===== config.mk =====
export PLATFORM = sky130hd
export DESIGN_NAME = spp_port
export DESIGN_NICKNAME = d
export VERILOG_FILES = /design/src/pkg/spp_pkg.sv /design/src/hdl/spp_port.sv
export SDC_FILE = /design/constraint.sdc
export NUM_CORES = 1
export LEC_CHECK = 0
export BUFFER_PORTS_ARGS = -buffer_cell sky130_fd_sc_hd__buf_2
export CAP_MARGIN = 10
export CELL_PAD_IN_SITES_DETAIL_PLACEMENT = 0
export CELL_PAD_IN_SITES_GLOBAL_PLACEMENT = 1
export CORE_ASPECT_RATIO = 1.25
export CORE_UTILIZATION = 35
export CTS_CLUSTER_DIAMETER = 200
export DETAILED_ROUTE_END_ITERATION = 10
export GPL_TIMING_DRIVEN = 0
export MAX_ROUTING_LAYER = met4
export PLACE_DENSITY_LB_ADDON = 0.1
export SETUP_SLACK_MARGIN = 0.3
export SKIP_LAST_GASP = 1
export SYNTH_ARGS = -nofsm -noshare
export SYNTH_HDL_FRONTEND = slang
export SYNTH_SLANG_ARGS = --single-unit

===== constraint.sdc =====
create_clock -name mclk -period 4.3 [get_ports mclk]
set_input_delay 0.86 -clock mclk [delete_from_list [all_inputs] [get_ports mclk]]
set_output_delay 0.86 -clock mclk [all_outputs]
set_load 0.02 [all_outputs]

===== src/pkg/spp_pkg.sv =====
// Package for the peripheral-mode serial port: configuration layout,
// word width and timing constants.
// Assumes one bus clock of 125 MHz feeding every register of the block.
package spp_pkg;

    // Bus clock period and serial clock minimum period
    localparam int unsigned CLK_PERIOD_PS = 8000;
    localparam int unsigned SCLK_MIN_PERIOD_NS = 25;
    // Least serial clock period in bus cycles, rounded up
    localparam int unsigned SCLK_MIN_CYC =
        (SCLK_MIN_PERIOD_NS * 1000 + CLK_PERIOD_PS - 1) / CLK_PERIOD_PS;

    localparam int unsigned WORD_BITS = 16;
    localparam int unsigned CNT_BITS = 5;

    // Field positions in the control words
    localparam int unsigned CTRL_SEL_BIT = 0;
    localparam int unsigned PHASE_BIT = 16;
    localparam int unsigned POL_BIT = 17;
    localparam int unsigned PRESCALE_LSB = 8;
    localparam int unsigned PRESCALE_MSB = 15;

    localparam logic [31:0] GCR_RESET = 32'h0000_0000;
    localparam logic [31:0] FMT_RESET = 32'h0000_0000;
    localparam logic [7:0] PRESCALE_ZERO = 8'h00;
    localparam logic [4:0] CNT_ZERO = 5'h00;
    localparam logic [4:0] CNT_ONE = 5'h01;
    localparam logic [4:0] CNT_LAST = 5'h0f;
    localparam logic [15:0] WORD_ZERO = 16'h0000;
    localparam logic [4:0] CNT_FULL = 5'h10;

    // Period monitor counts, in bus cycles; saturates rather than wraps
    localparam logic [8:0] PER_NONE = 9'h000;
    localparam logic [8:0] PER_ONE = 9'h001;
    localparam logic [8:0] PER_PS0 = 9'h002;
    localparam logic [8:0] PER_SAT = 9'h1ff;

    // Pins of the serial link
    typedef struct packed {
        logic sclk;
        logic cs_n;
        logic mosi;
    } spp_link_in_type;

    // Status flags
    typedef struct packed {
        logic peripheral_mode;
        logic frame_active;
        logic period_error;
        logic framing_error;
    } spp_status_type;

endpackage : spp_pkg


===== src/hdl/spp_port.sv =====
// Peripheral-mode serial port, sampling an external serial clock on mclk.
// Assumes the serial clock is slow enough to be oversampled (at least
// 25 ns period) and that the host frames every 16-bit word by chip select.

// Function
// Peripheral mode when controller-select bit clear
// Phase bit selects clock phase 0/1
// Polarity bit selects active clock edge
// Serial clock period bounded by prescale
// Output bit launched after rising/falling edge
// Host waits two clocks after select
// Host toggles select every 16 bits
// MSB first; 16th edge completes word
module spp_port #(
    parameter int unsigned WORD_W = spp_pkg::WORD_BITS
) (
    // Clock and reset
    input wire logic mclk,
    input wire logic srst,
    // Configuration words
    input wire logic [31:0] global_control_reg,
    input wire logic [31:0] format_reg,
    // Serial link pins
    input wire logic serial_clk_in,
    input wire logic chip_sel_n,
    input wire logic controller_out_line,
    output logic peripheral_out_line,
    output logic peripheral_out_oe,
    // Word interface
    input wire logic [WORD_W-1:0] tx_word,
    output logic tx_taken,
    output logic [WORD_W-1:0] rx_word,
    output logic rx_valid,
    // Status
    output spp_pkg::spp_status_type status
);

    typedef enum logic [2:0] {
        SPP_IDLE = 3'b001,
        SPP_SHIFT = 3'b010,
        SPP_DONE = 3'b100
    } spp_state_type;

    spp_pkg::spp_link_in_type sync1;
    spp_pkg::spp_link_in_type sync2;
    spp_pkg::spp_link_in_type prev;
    spp_state_type state;
    spp_state_type next_state;
    logic [WORD_W-1:0] rx_shift;
    logic [WORD_W-1:0] tx_shift;
    logic [spp_pkg::CNT_BITS-1:0] bit_cnt;
    logic [8:0] period_cnt;
    // Phase 1 first bit kept aside until the first leading edge
    logic tx_word_hold_msb;
    localparam logic [WORD_W-1:0] WORD_ZERO_W = '0;

    wire periph_mode = ~global_control_reg[spp_pkg::CTRL_SEL_BIT];
    wire phase = format_reg[spp_pkg::PHASE_BIT];
    wire polarity = format_reg[spp_pkg::POL_BIT];
    wire [7:0] prescale = format_reg[spp_pkg::PRESCALE_MSB:spp_pkg::PRESCALE_LSB];
    wire rise = sync2.sclk & ~prev.sclk;
    wire fall = ~sync2.sclk & prev.sclk;
    // Leading edge is rising for polarity 0, falling for polarity 1
    wire lead_edge = polarity ? fall : rise;
    wire trail_edge = polarity ? rise : fall;
    wire selected = periph_mode & ~sync2.cs_n;
    wire cs_fall = prev.cs_n & ~sync2.cs_n;
    wire cs_rise = ~prev.cs_n & sync2.cs_n;
    // Phase 0 samples on leading, phase 1 on trailing edge
    wire sample_edge = phase ? trail_edge : lead_edge;
    wire launch_edge = phase ? lead_edge : trail_edge;
    wire word_end = selected & sample_edge & (bit_cnt == spp_pkg::CNT_LAST);
    // Least legal period: prescale+1 cycles, or 2 for zero, never below 25 ns
    wire [8:0] need_raw = (prescale == spp_pkg::PRESCALE_ZERO) ? spp_pkg::PER_PS0 :
        ({1'b0, prescale} + spp_pkg::PER_ONE);
    wire [8:0] need = (need_raw < 9'(spp_pkg::SCLK_MIN_CYC)) ?
        9'(spp_pkg::SCLK_MIN_CYC) : need_raw;
    wire period_short = selected & rise & (period_cnt != spp_pkg::PER_NONE) &
        (period_cnt < need);

    always_comb begin
        next_state = state;
        unique case (state)
            SPP_IDLE: begin
                if (selected) begin
                    next_state = SPP_SHIFT;
                end
            end
            SPP_SHIFT: begin
                if (!selected) begin
                    next_state = SPP_IDLE;
                end else if (word_end) begin
                    next_state = SPP_DONE;
                end
            end
            SPP_DONE: begin
                if (!selected) begin
                    next_state = SPP_IDLE;
                end
            end
            default: begin
                next_state = SPP_IDLE;
            end
        endcase
    end

    // Two-stage synchroniser on every link input
    always_ff @(posedge mclk) begin
        sync1 <= '{serial_clk_in, chip_sel_n, controller_out_line};
        sync2 <= sync1;
        prev <= sync2;
    end

    always_ff @(posedge mclk) begin
        if (srst) begin
            state <= SPP_IDLE;
        end else begin
            state <= next_state;
        end
    end

    // Receive shifter, MSB first
    always_ff @(posedge mclk) begin
        if (srst || !selected) begin
            bit_cnt <= spp_pkg::CNT_ZERO;
            rx_shift <= WORD_ZERO_W;
        end else if (sample_edge && state == SPP_SHIFT) begin
            bit_cnt <= bit_cnt + spp_pkg::CNT_ONE;
            rx_shift <= {rx_shift[WORD_W-2:0], sync2.mosi};
        end
    end

    always_ff @(posedge mclk) begin
        if (srst) begin
            rx_word <= WORD_ZERO_W;
            rx_valid <= 1'b0;
        end else begin
            rx_valid <= word_end;
            if (word_end) begin
                rx_word <= {rx_shift[WORD_W-2:0], sync2.mosi};
            end
        end
    end

    // Transmit shifter: word loaded at select, MSB out first.
    // Phase 0 must present the MSB before the first edge, so it is driven
    // at select; later bits launch on the launch edge.
    always_ff @(posedge mclk) begin
        if (srst) begin
            tx_shift <= WORD_ZERO_W;
            peripheral_out_line <= 1'b0;
            peripheral_out_oe <= 1'b0;
            tx_taken <= 1'b0;
        end else begin
            tx_taken <= 1'b0;
            peripheral_out_oe <= selected;
            if (periph_mode && cs_fall) begin
                tx_shift <= {tx_word[WORD_W-2:0], 1'b0};
                peripheral_out_line <= phase ? 1'b0 : tx_word[WORD_W-1];
                tx_taken <= 1'b1;
            end else if (selected && launch_edge) begin
                if (phase && bit_cnt == spp_pkg::CNT_ZERO) begin
                    peripheral_out_line <= tx_word_hold_msb;
                end else begin
                    peripheral_out_line <= tx_shift[WORD_W-1];
                    tx_shift <= {tx_shift[WORD_W-2:0], 1'b0};
                end
            end
        end
    end

    always_ff @(posedge mclk) begin
        if (srst) begin
            tx_word_hold_msb <= 1'b0;
        end else if (periph_mode && cs_fall) begin
            tx_word_hold_msb <= tx_word[WORD_W-1];
        end
    end

    // Period monitor between rising serial clock edges; it only flags,
    // since the host owns the clock and the block cannot slow it.
    always_ff @(posedge mclk) begin
        if (srst || !selected) begin
            period_cnt <= spp_pkg::PER_NONE;
        end else if (rise) begin
            period_cnt <= spp_pkg::PER_ONE;
        end else if (period_cnt != spp_pkg::PER_SAT && period_cnt != spp_pkg::PER_NONE) begin
            period_cnt <= period_cnt + spp_pkg::PER_ONE;
        end
    end

    always_ff @(posedge mclk) begin
        if (srst) begin
            status <= '0;
        end else begin
            status.peripheral_mode <= periph_mode;
            status.frame_active <= selected;
            // Sticky until reset; reset wins over a set in the same cycle
            status.period_error <= status.period_error | period_short;
            // Word cut short by select rising: host broke framing
            status.framing_error <= status.framing_error |
                (cs_rise & periph_mode & (bit_cnt != spp_pkg::CNT_ZERO) &
                (state == SPP_SHIFT));
        end
    end

    chk_word_pulse: assert property (@(posedge mclk) disable iff (srst)
        word_end |=> rx_valid ##1 !rx_valid)
        else $error("word pulse not one cycle");
    chk_mode_status: assert property (@(posedge mclk) disable iff (srst)
        global_control_reg[spp_pkg::CTRL_SEL_BIT] |=> !status.peripheral_mode)
        else $error("mode status wrong");
    chk_oe_frame: assert property (@(posedge mclk) disable iff (srst)
        (periph_mode && !sync2.cs_n) |=> peripheral_out_oe)
        else $error("output not enabled in frame");
    chk_oe_idle: assert property (@(posedge mclk) disable iff (srst)
        sync2.cs_n |=> !peripheral_out_oe)
        else $error("output enabled outside frame");
    chk_period_flag: assert property (@(posedge mclk) disable iff (srst)
        period_short |=> status.period_error)
        else $error("short period not flagged");
    chk_err_sticky: assert property (@(posedge mclk) disable iff (srst)
        status.period_error |=> status.period_error)
        else $error("error flag dropped");
    chk_launch_edge: assert property (@(posedge mclk) disable iff (srst)
        (selected && launch_edge && !phase && !cs_fall) |=>
        peripheral_out_line == $past(tx_shift[WORD_W-1]))
        else $error("bit not launched on edge");
    chk_count_bound: assert property (@(posedge mclk) disable iff (srst)
        bit_cnt <= spp_pkg::CNT_FULL)
        else $error("bit count overflow");
    chk_capture_msb: assert property (@(posedge mclk) disable iff (srst)
        word_end |=> rx_word[WORD_W-1] == $past(rx_shift[WORD_W-2]))
        else $error("word not MSB first");

    cov_word: cover property (@(posedge mclk) disable iff (srst) rx_valid);
    cov_phase1: cover property (@(posedge mclk) disable iff (srst) rx_valid && phase);
    cov_pol1: cover property (@(posedge mclk) disable iff (srst) rx_valid && polarity);
    cov_frame_err: cover property (@(posedge mclk) disable iff (srst)
        $rose(status.framing_error));

endmodule : spp_port


==> results.toml, run 1 <==
[timing]
fin_crit_sh_pct = 73.5
setup_viol = 0
rsz0062_at_grt = "no"
finalSetupTns_ns = 0
final_max_slew_viol_count = 0
slew-limit-headroom_pct = 62.8
fmax_ghz = 0.317
fin_crit_ns = 3.16
clock_skew_ns = 0.00673
hold_violations = 0
tightest_slew_ns = 0.556

[setup_path]
critical_path_class = "primary input to register"
reg2regPathDepth = 8
critPathMaxStageDelay_ns = 0.55
worst_ep_arrival_time_ns = 3.43
rr_startpoint = "bit_cnt[0]"
cp_slowest_cell = "or4_4"
worst-r2r-setup-slack_ns = 2.31
cp_cell_sequence = "buf_2, or4_4, o41a_1, nor3_2, a31oi_1, ha_1, a21oi_1, o21a_1, o2111ai_1, a221oi_1, and2_1"
worst_setup_path_end_kind = "register"
critPathMaxFanout = 6
rr_endpoint = "tx_shift[2]"
start_kind = "primary input"
critPathRequiredTime_ns = 4.58

[synth]
avgSynthCellArea_um2 = 9.16
synth_area_um2 = 3590
synth-edff-count = 0
synth-main-ff-cell = "dfxtp_1"
netlist_instances = 392
synth-warning-count = 0
synth_cell_types = 48
syn_nets = 492
synth_seq_area_share_pct = 44.0
async_reset_ff_share_pct = 0
ys_seq_elements = 79

[detailed_routing]
drt_first_pass_iters = 4
met1_length_um = 3480
vias_per_cell = 4.80
dr_wl_met2_um = 3850
wire_per_inst_um = 13.1
totalWireLength_um = 7730
route.met3.wl_um = 280
drc_errors = 0
ant_nets = 0
drt-initial-drc-count = 69
vias = 2830
routed.top_layer = "met4"

[clocking]
hold_buffers = 0
htreeDepth = 3
clockRootBuffer = "clkbuf_16"
clk_path_buf_depth = 2
clk_pin_slew_ns = 0.06
post_cts_buffers = 0
clkLatencyLatePin_ns = 0.33
ctsResizeCount = 0
cts_tree = "yes"
numCtsBuffers = 9
clkSinkCount = 79

[floorplanning]
num_rows = 41
start_util_pct = 35.7
num_io_pins = 109
die_h_um = 115
die_w_um = 92.6
dieArea_um2 = 10700
core_area_um2 = 10100

[place]
placed_area_um2 = 4010
io_buffers = 52
dp_hpwl_um = 5640
gp_congestion = 0.794

[finish]
num-nets-final = 555
mostFrequentLayoutCell = "dfxtp_1"
mostFrequentLayoutCells = "79 x dfxtp_1, 52 x buf_2, 51 x nor2_1, 44 x nand2_1, 32 x mux2i_1"
drive_gt1_share_pct = 18.9
area_delta_synth_final_pct = 20.8
fill_cells = 1076
design_area_um2 = 4340
insertedDiodeCount = 0

[pwr]
power_frac_clock_pct = 49.0
power_uw = 1680
power_frac_comb_pct = 6.0
p_int_uw = 1330
ir_drop_v = 0.000237
sw_frac_of_total_pct = 20.9
power_frac_seq_pct = 45.0
p_leak_uw = 0.00181
p_sw_uw = 351
cellPowerDensity_nw_per_um2 = 387

[global_routing]
antenna_found_initial = 0
grt_pass1_vias = 2791
overflow = 0
grt_usage_pct = 16.3
grt_max_degree = 13
grt_pass1_wl_um = 13000

[hold_path]
min_from = "sync1[0]"
worst_hold_path.endpoint = "sync2[0]"
hold_depth = 0
hold_class = "register to register"

[outcome]
status = "completed"

[run]
maxCapViolCount = 0
[through the flow]
stage	cells	hold WS, ns	setup WS (ns)	utilization, %
after global placement	573	0.311	0.813	39.9
after global routing	589	0.328	0.847	43.2
after detailed placement	573	0.312	0.820	39.9
after floorplan	392	0.310	1.08	-
final	589	0.326	1.14	43.2
after CTS	589	0.326	1.15	43.2
[metal layers]
metal	up-vias	global-route usage (%)
met4	0	6.77
met2	38	27.6
met3	9	4.03
met5	-	-
li1	1488	-
met1	1295	18.3
[cells in the mapped netlist, types with 5 or more instances]
cell,instances,area (µm²)
a21oi_1,24,120
inv_1,14,52.6
dfxtp_1,79,1580
nand4_1,7,43.8
nand2_1,44,165
and3_1,6,37.5
clkbuf_1,10,37.5
mux2i_1,32,320
xnor2_1,7,61.3
ha_1,15,188
buf_4,5,37.5
nor2_1,51,191
a211oi_1,17,128
xor2_1,12,105
nand3_1,13,65.1
[critical path, delay by kind of cell]
family | cells | cell delay, ns
AO/OA/AOI/OAI | 6 | 1.19
adder cells (fa/ha/maj) | 1 | 0.32
buffers and inverters | 1 | 0.13
AND/OR/NAND/NOR | 3 | 0.93
[power by group through the flow]
| stage | Combinational (µW) | Sequential, µW | Clock [µW] |
|---|---|---|---|
| final | 101 | 756 | 824 |
| after global routing | 114 | 757 | 876 |
| after CTS | 103 | 756 | 845 |
| after detailed placement | 102 | 772 | 0 |
| after global placement | 101 | 772 | 0 |
| after floorplan | 63.9 | 771 | 0 |
[cell type report]
cell class | instances | area [µm²] | area share (%)
multi-input combinational | 280 | 1840 | 42.4
sequential | 79 | 1580 | 36.4
clock buffer | 13 | 260 | 6.00
timing repair buffer | 52 | 260 | 6.00
tap | 129 | 161 | 3.72
buffer | 19 | 120 | 2.77
clock inverter | 3 | 65.1 | 1.50
inverter | 14 | 52.6 | 1.21
[worst max path at each step]
stage	startpoint	endpoint	slack, ns	cells after the start
floorplan	format_reg[12]	status[1]	1.08	11
global placement	format_reg[14]	status[1]	0.81	11
detailed placement	format_reg[14]	status[1]	0.82	11
CTS	format_reg[14]	status[1]	1.15	11
global route	format_reg[14]	status[1]	0.85	11
finish	format_reg[14]	status[1]	1.14	11
[sequential cells by signal, summed over array words and instances (netlist names)]
name,cells
rx_valid,1
period_cnt,9
tx_shift,15
prev,2
status,4
rx_shift,15
tx_taken,1
peripheral_out_line,1
tx_word_hold_msb,1
sync1,3
sync2,3
rx_word,16
state,3
bit_cnt,5
[logic make-up (layout without fill, tap and decap cells)]
| logic type | count (synthesis) | after routing | share of synthesized area (%) |
|---|---|---|---|
| AO/OA/AOI/OAI | 59 | 59 | 11.0 |
| multiplexers | 34 | 34 | 9.61 |
| buffers and inverters | 33 | 101 | 4.81 |
| flip-flops | 79 | 79 | 44.0 |
| AND/OR/NAND/NOR | 153 | 153 | 20.7 |
| adder cells (fa/ha/maj) | 15 | 15 | 5.22 |
| XOR/XNOR | 19 | 19 | 4.63 |
Note: power is estimated with default switching activity, not from simulation.
==> run 2, diff against run 1 <==
- ABC_AREA: unset -> 1
- CORE_UTILIZATION: 35 -> 33
- clock period: 4.3 -> 2.85 ns (I/O delays scaled with it)
==> run 2 against run 1 <==
Against the previous run: the run now ends with design-rule violations left; register-to-register slack worse by 1.2 ns; critical path depth up 5; total power up 43%; clock power up 29%; first-iteration DRC count up 70%; via count up 16%; core utilization down 3.0 points; synthesized cell count up 25%; largest cell class unchanged.
==> results.toml, run 2 <==
[floorplanning]
dieArea_um2 = 11700
die_h_um = 121
start_util_pct = 33.7
num_rows = 43
core_area_um2 = 11100
die_w_um = 97.2
num_io_pins = 109

[synth]
ys_top_cells_by_count = "92 x nand2_1, 79 x dfxtp_1, 53 x nor2_1"
syn_nets = 589
synth-edff-count = 0
synth_cell_types = 45
synth-main-ff-cell = "dfxtp_1"
synth_seq_area_share_pct = 42.3
synth.most_common_cell = "nand2_1"
synth_area_um2 = 3730
avgSynthCellArea_um2 = 7.64
async_reset_ff_share_pct = 0
yosysTopAreaCellShare_pct = 42.3
ys_seq_elements = 79
synth-warning-count = 0
yosys.area.top_type = "dfxtp_1"
synth_area_leaders = "dfxtp_1 42%, nand2_1 9.2%, a21oi_1 6.4%, o21ai_0 5.9%, nor2_1 5.3%"
netlist_instances = 489

[place]
dp_hpwl_um = 6240
io_buffers = 54
dp.cells = 678
gp_congestion = 0.800

[clocking]
numCtsBuffers = 9
post_cts_buffers = 0
clockRootBuffer = "clkbuf_16"
hold_buffers = 0
cts_tree = "yes"
clk_path_buf_depth = 2
clkSinkCount = 79
clk_pin_slew_ns = 0.06
ctsResizeCount = 0
htreeDepth = 3
clkLatencyLatePin_ns = 0.33

[finish]
final_cell_count_no_fill = 693
area_delta_synth_final_pct = 19.2
num-nets-final = 654
mostFrequentLayoutCells = "92 x nand2_1, 79 x dfxtp_1, 56 x buf_2, 52 x nor2_1"
top_regs = "rx_word: 16 flops, rx_shift: 15 flops, tx_shift: 15 flops"
mostFrequentLayoutCell = "nand2_1"
insertedDiodeCount = 0
largest_reg_flops = 16
drive_gt1_share_pct = 20.4
regMostFlops = "rx_word"

[pwr]
p_leak_uw = 0.00185
cellPowerDensity_nw_per_um2 = 538
ir_drop_v = 0.000245

[detailed_routing]
ant_nets = 0
totalWireLength_um = 8380
vias = 3270
drt-initial-drc-count = 117
vias_per_cell = 4.72
wire_per_inst_um = 12.1
drc_errors = 2
drt_first_pass_iters = 8

[timing]
fin_crit_sh_pct = 79.2
clock_skew_ns = 0.00747
setup_viol = 0
fmax_ghz = 0.443
rsz0062_at_grt = "no"
hold_violations = 0
slew-limit-headroom_pct = 60.8
tightest_slew_ns = 0.588
final_max_slew_viol_count = 0
finalSetupTns_ns = 0
fin_crit_ns = 2.26

[setup_path]
cp_cell_sequence = "buf_2, ha_1, nand2_1, nor2_2, nand2_1, nand3_1, nand2_1, nor2_1, a21oi_1, ha_1, a21oi_1, nand3b_1, a21oi_1, nor2_1, nand2_1, a21oi_1"
rr_startpoint = "period_cnt[0]"
cp_top_family = "simple AND/OR/NAND/NOR gates"
cp_slowest_cell = "ha_1"
critPathBufInv = 1
reg2regPathDepth = 9
worst_setup_path_end_kind = "register"
critPathMaxStageDelay_ns = 0.29
rr_endpoint = "period_cnt[5]"
critPathMaxFanout = 4
start_kind = "primary input"
critical_path_class = "primary input to register"
crit_cells = 16
critPathRequiredTime_ns = 3.03
worst_ep_arrival_time_ns = 2.44
startpoint = "format_reg[8]"
worst-r2r-setup-slack_ns = 1.15

[run]
maxCapViolCount = 0

[global_routing]
grt_pass1_wl_um = 14700
grt_max_degree = 13
grt_usage_pct = 15.9
grt_pass1_vias = 3188
antenna_found_initial = 0
overflow = 0

[hold_path]
worst_hold_path.endpoint = "sync2[0]"
hold_depth = 0
min_from = "sync1[0]"
hold_class = "register to register"

[outcome]
violations = "design-rule violations"
status = "finished with violations"
-- run 2: cell count changes after synthesis, sizes merged, moves of 11 or more --
cell    previous run  this run
nand2             44       103
o21ai              4        56
inv               14        52
mux2i             33         0
a21oi             26        51
a211oi            17         1
nor3               1        12
xor2              12         1
-- run 2: metrics by stage --
stage          hold WS [ns]  utilization [%]  total power [µW]  setup slack, ns  cell area (µm²)
6_report              0.331             40.2              2400            0.593             4450
3_5_place_dp          0.321             37.7              1360            0.212             4170
5_1_grt               0.330             40.2              2510            0.329             4450
3_3_place_gp          0.317             37.7              1360            0.201             4170
2_1_floorplan         0.310                -              1290            0.643             3730
4_1_cts               0.324             40.1              2440            0.557             4450
-- run 2: area by class of cell --
cell class | count | area [µm²]
sequential | 79 | 1580
inverter | 52 | 198
multi-input combinational | 340 | 1810
buffer | 18 | 148
clock inverter | 3 | 18.8
tap | 135 | 169
fill | 1188 | 6630
timing repair buffer | 54 | 270
clock buffer | 12 | 256
-- run 2: logic make-up (layout without fill, tap and decap cells) --
group                    count (synthesis)  count (layout)  share of synthesized area, %
AND/OR/NAND/NOR                        207             207                          26.2
flip-flops                              79              79                          42.3
buffers and inverters                   70             139                          9.25
AO/OA/AOI/OAI                          114             114                          16.2
adder cells (fa/ha/maj)                 15              15                          5.03
XOR/XNOR                                 4               4                         0.938
-- run 2: layer usage --
layer	GRT usage (%)	routed length, µm	vias up	part of all wire [%]
met1	19.0	4000	1479	48
met2	26.3	4050	47	48
met5	-	0	-	0
met3	2.48	211	10	2.5
li1	-	-	1734	-
met4	7.74	118	0	1.4
-- run 2: worst max-delay path by stage --
| stage | end | slack [ns] |
|---|---|---|
| after floorplan | status[1] | 0.64 |
| after global placement | status[1] | 0.20 |
| after detailed placement | status[1] | 0.21 |
| after CTS | status[1] | 0.56 |
| after global routing | status[1] | 0.33 |
| final | status[1] | 0.59 |
-- run 2: power by group --
group / leakage [µW] / switching (µW) / internal (µW) / total, µW
sequential: 0.000642 / 10.2 / 1130 / 1140
combinational: 0.00107 / 119 / 73.8 / 193
clock: 0.000138 / 433 / 631 / 1060
total: 0.00185 / 562 / 1830 / 2400
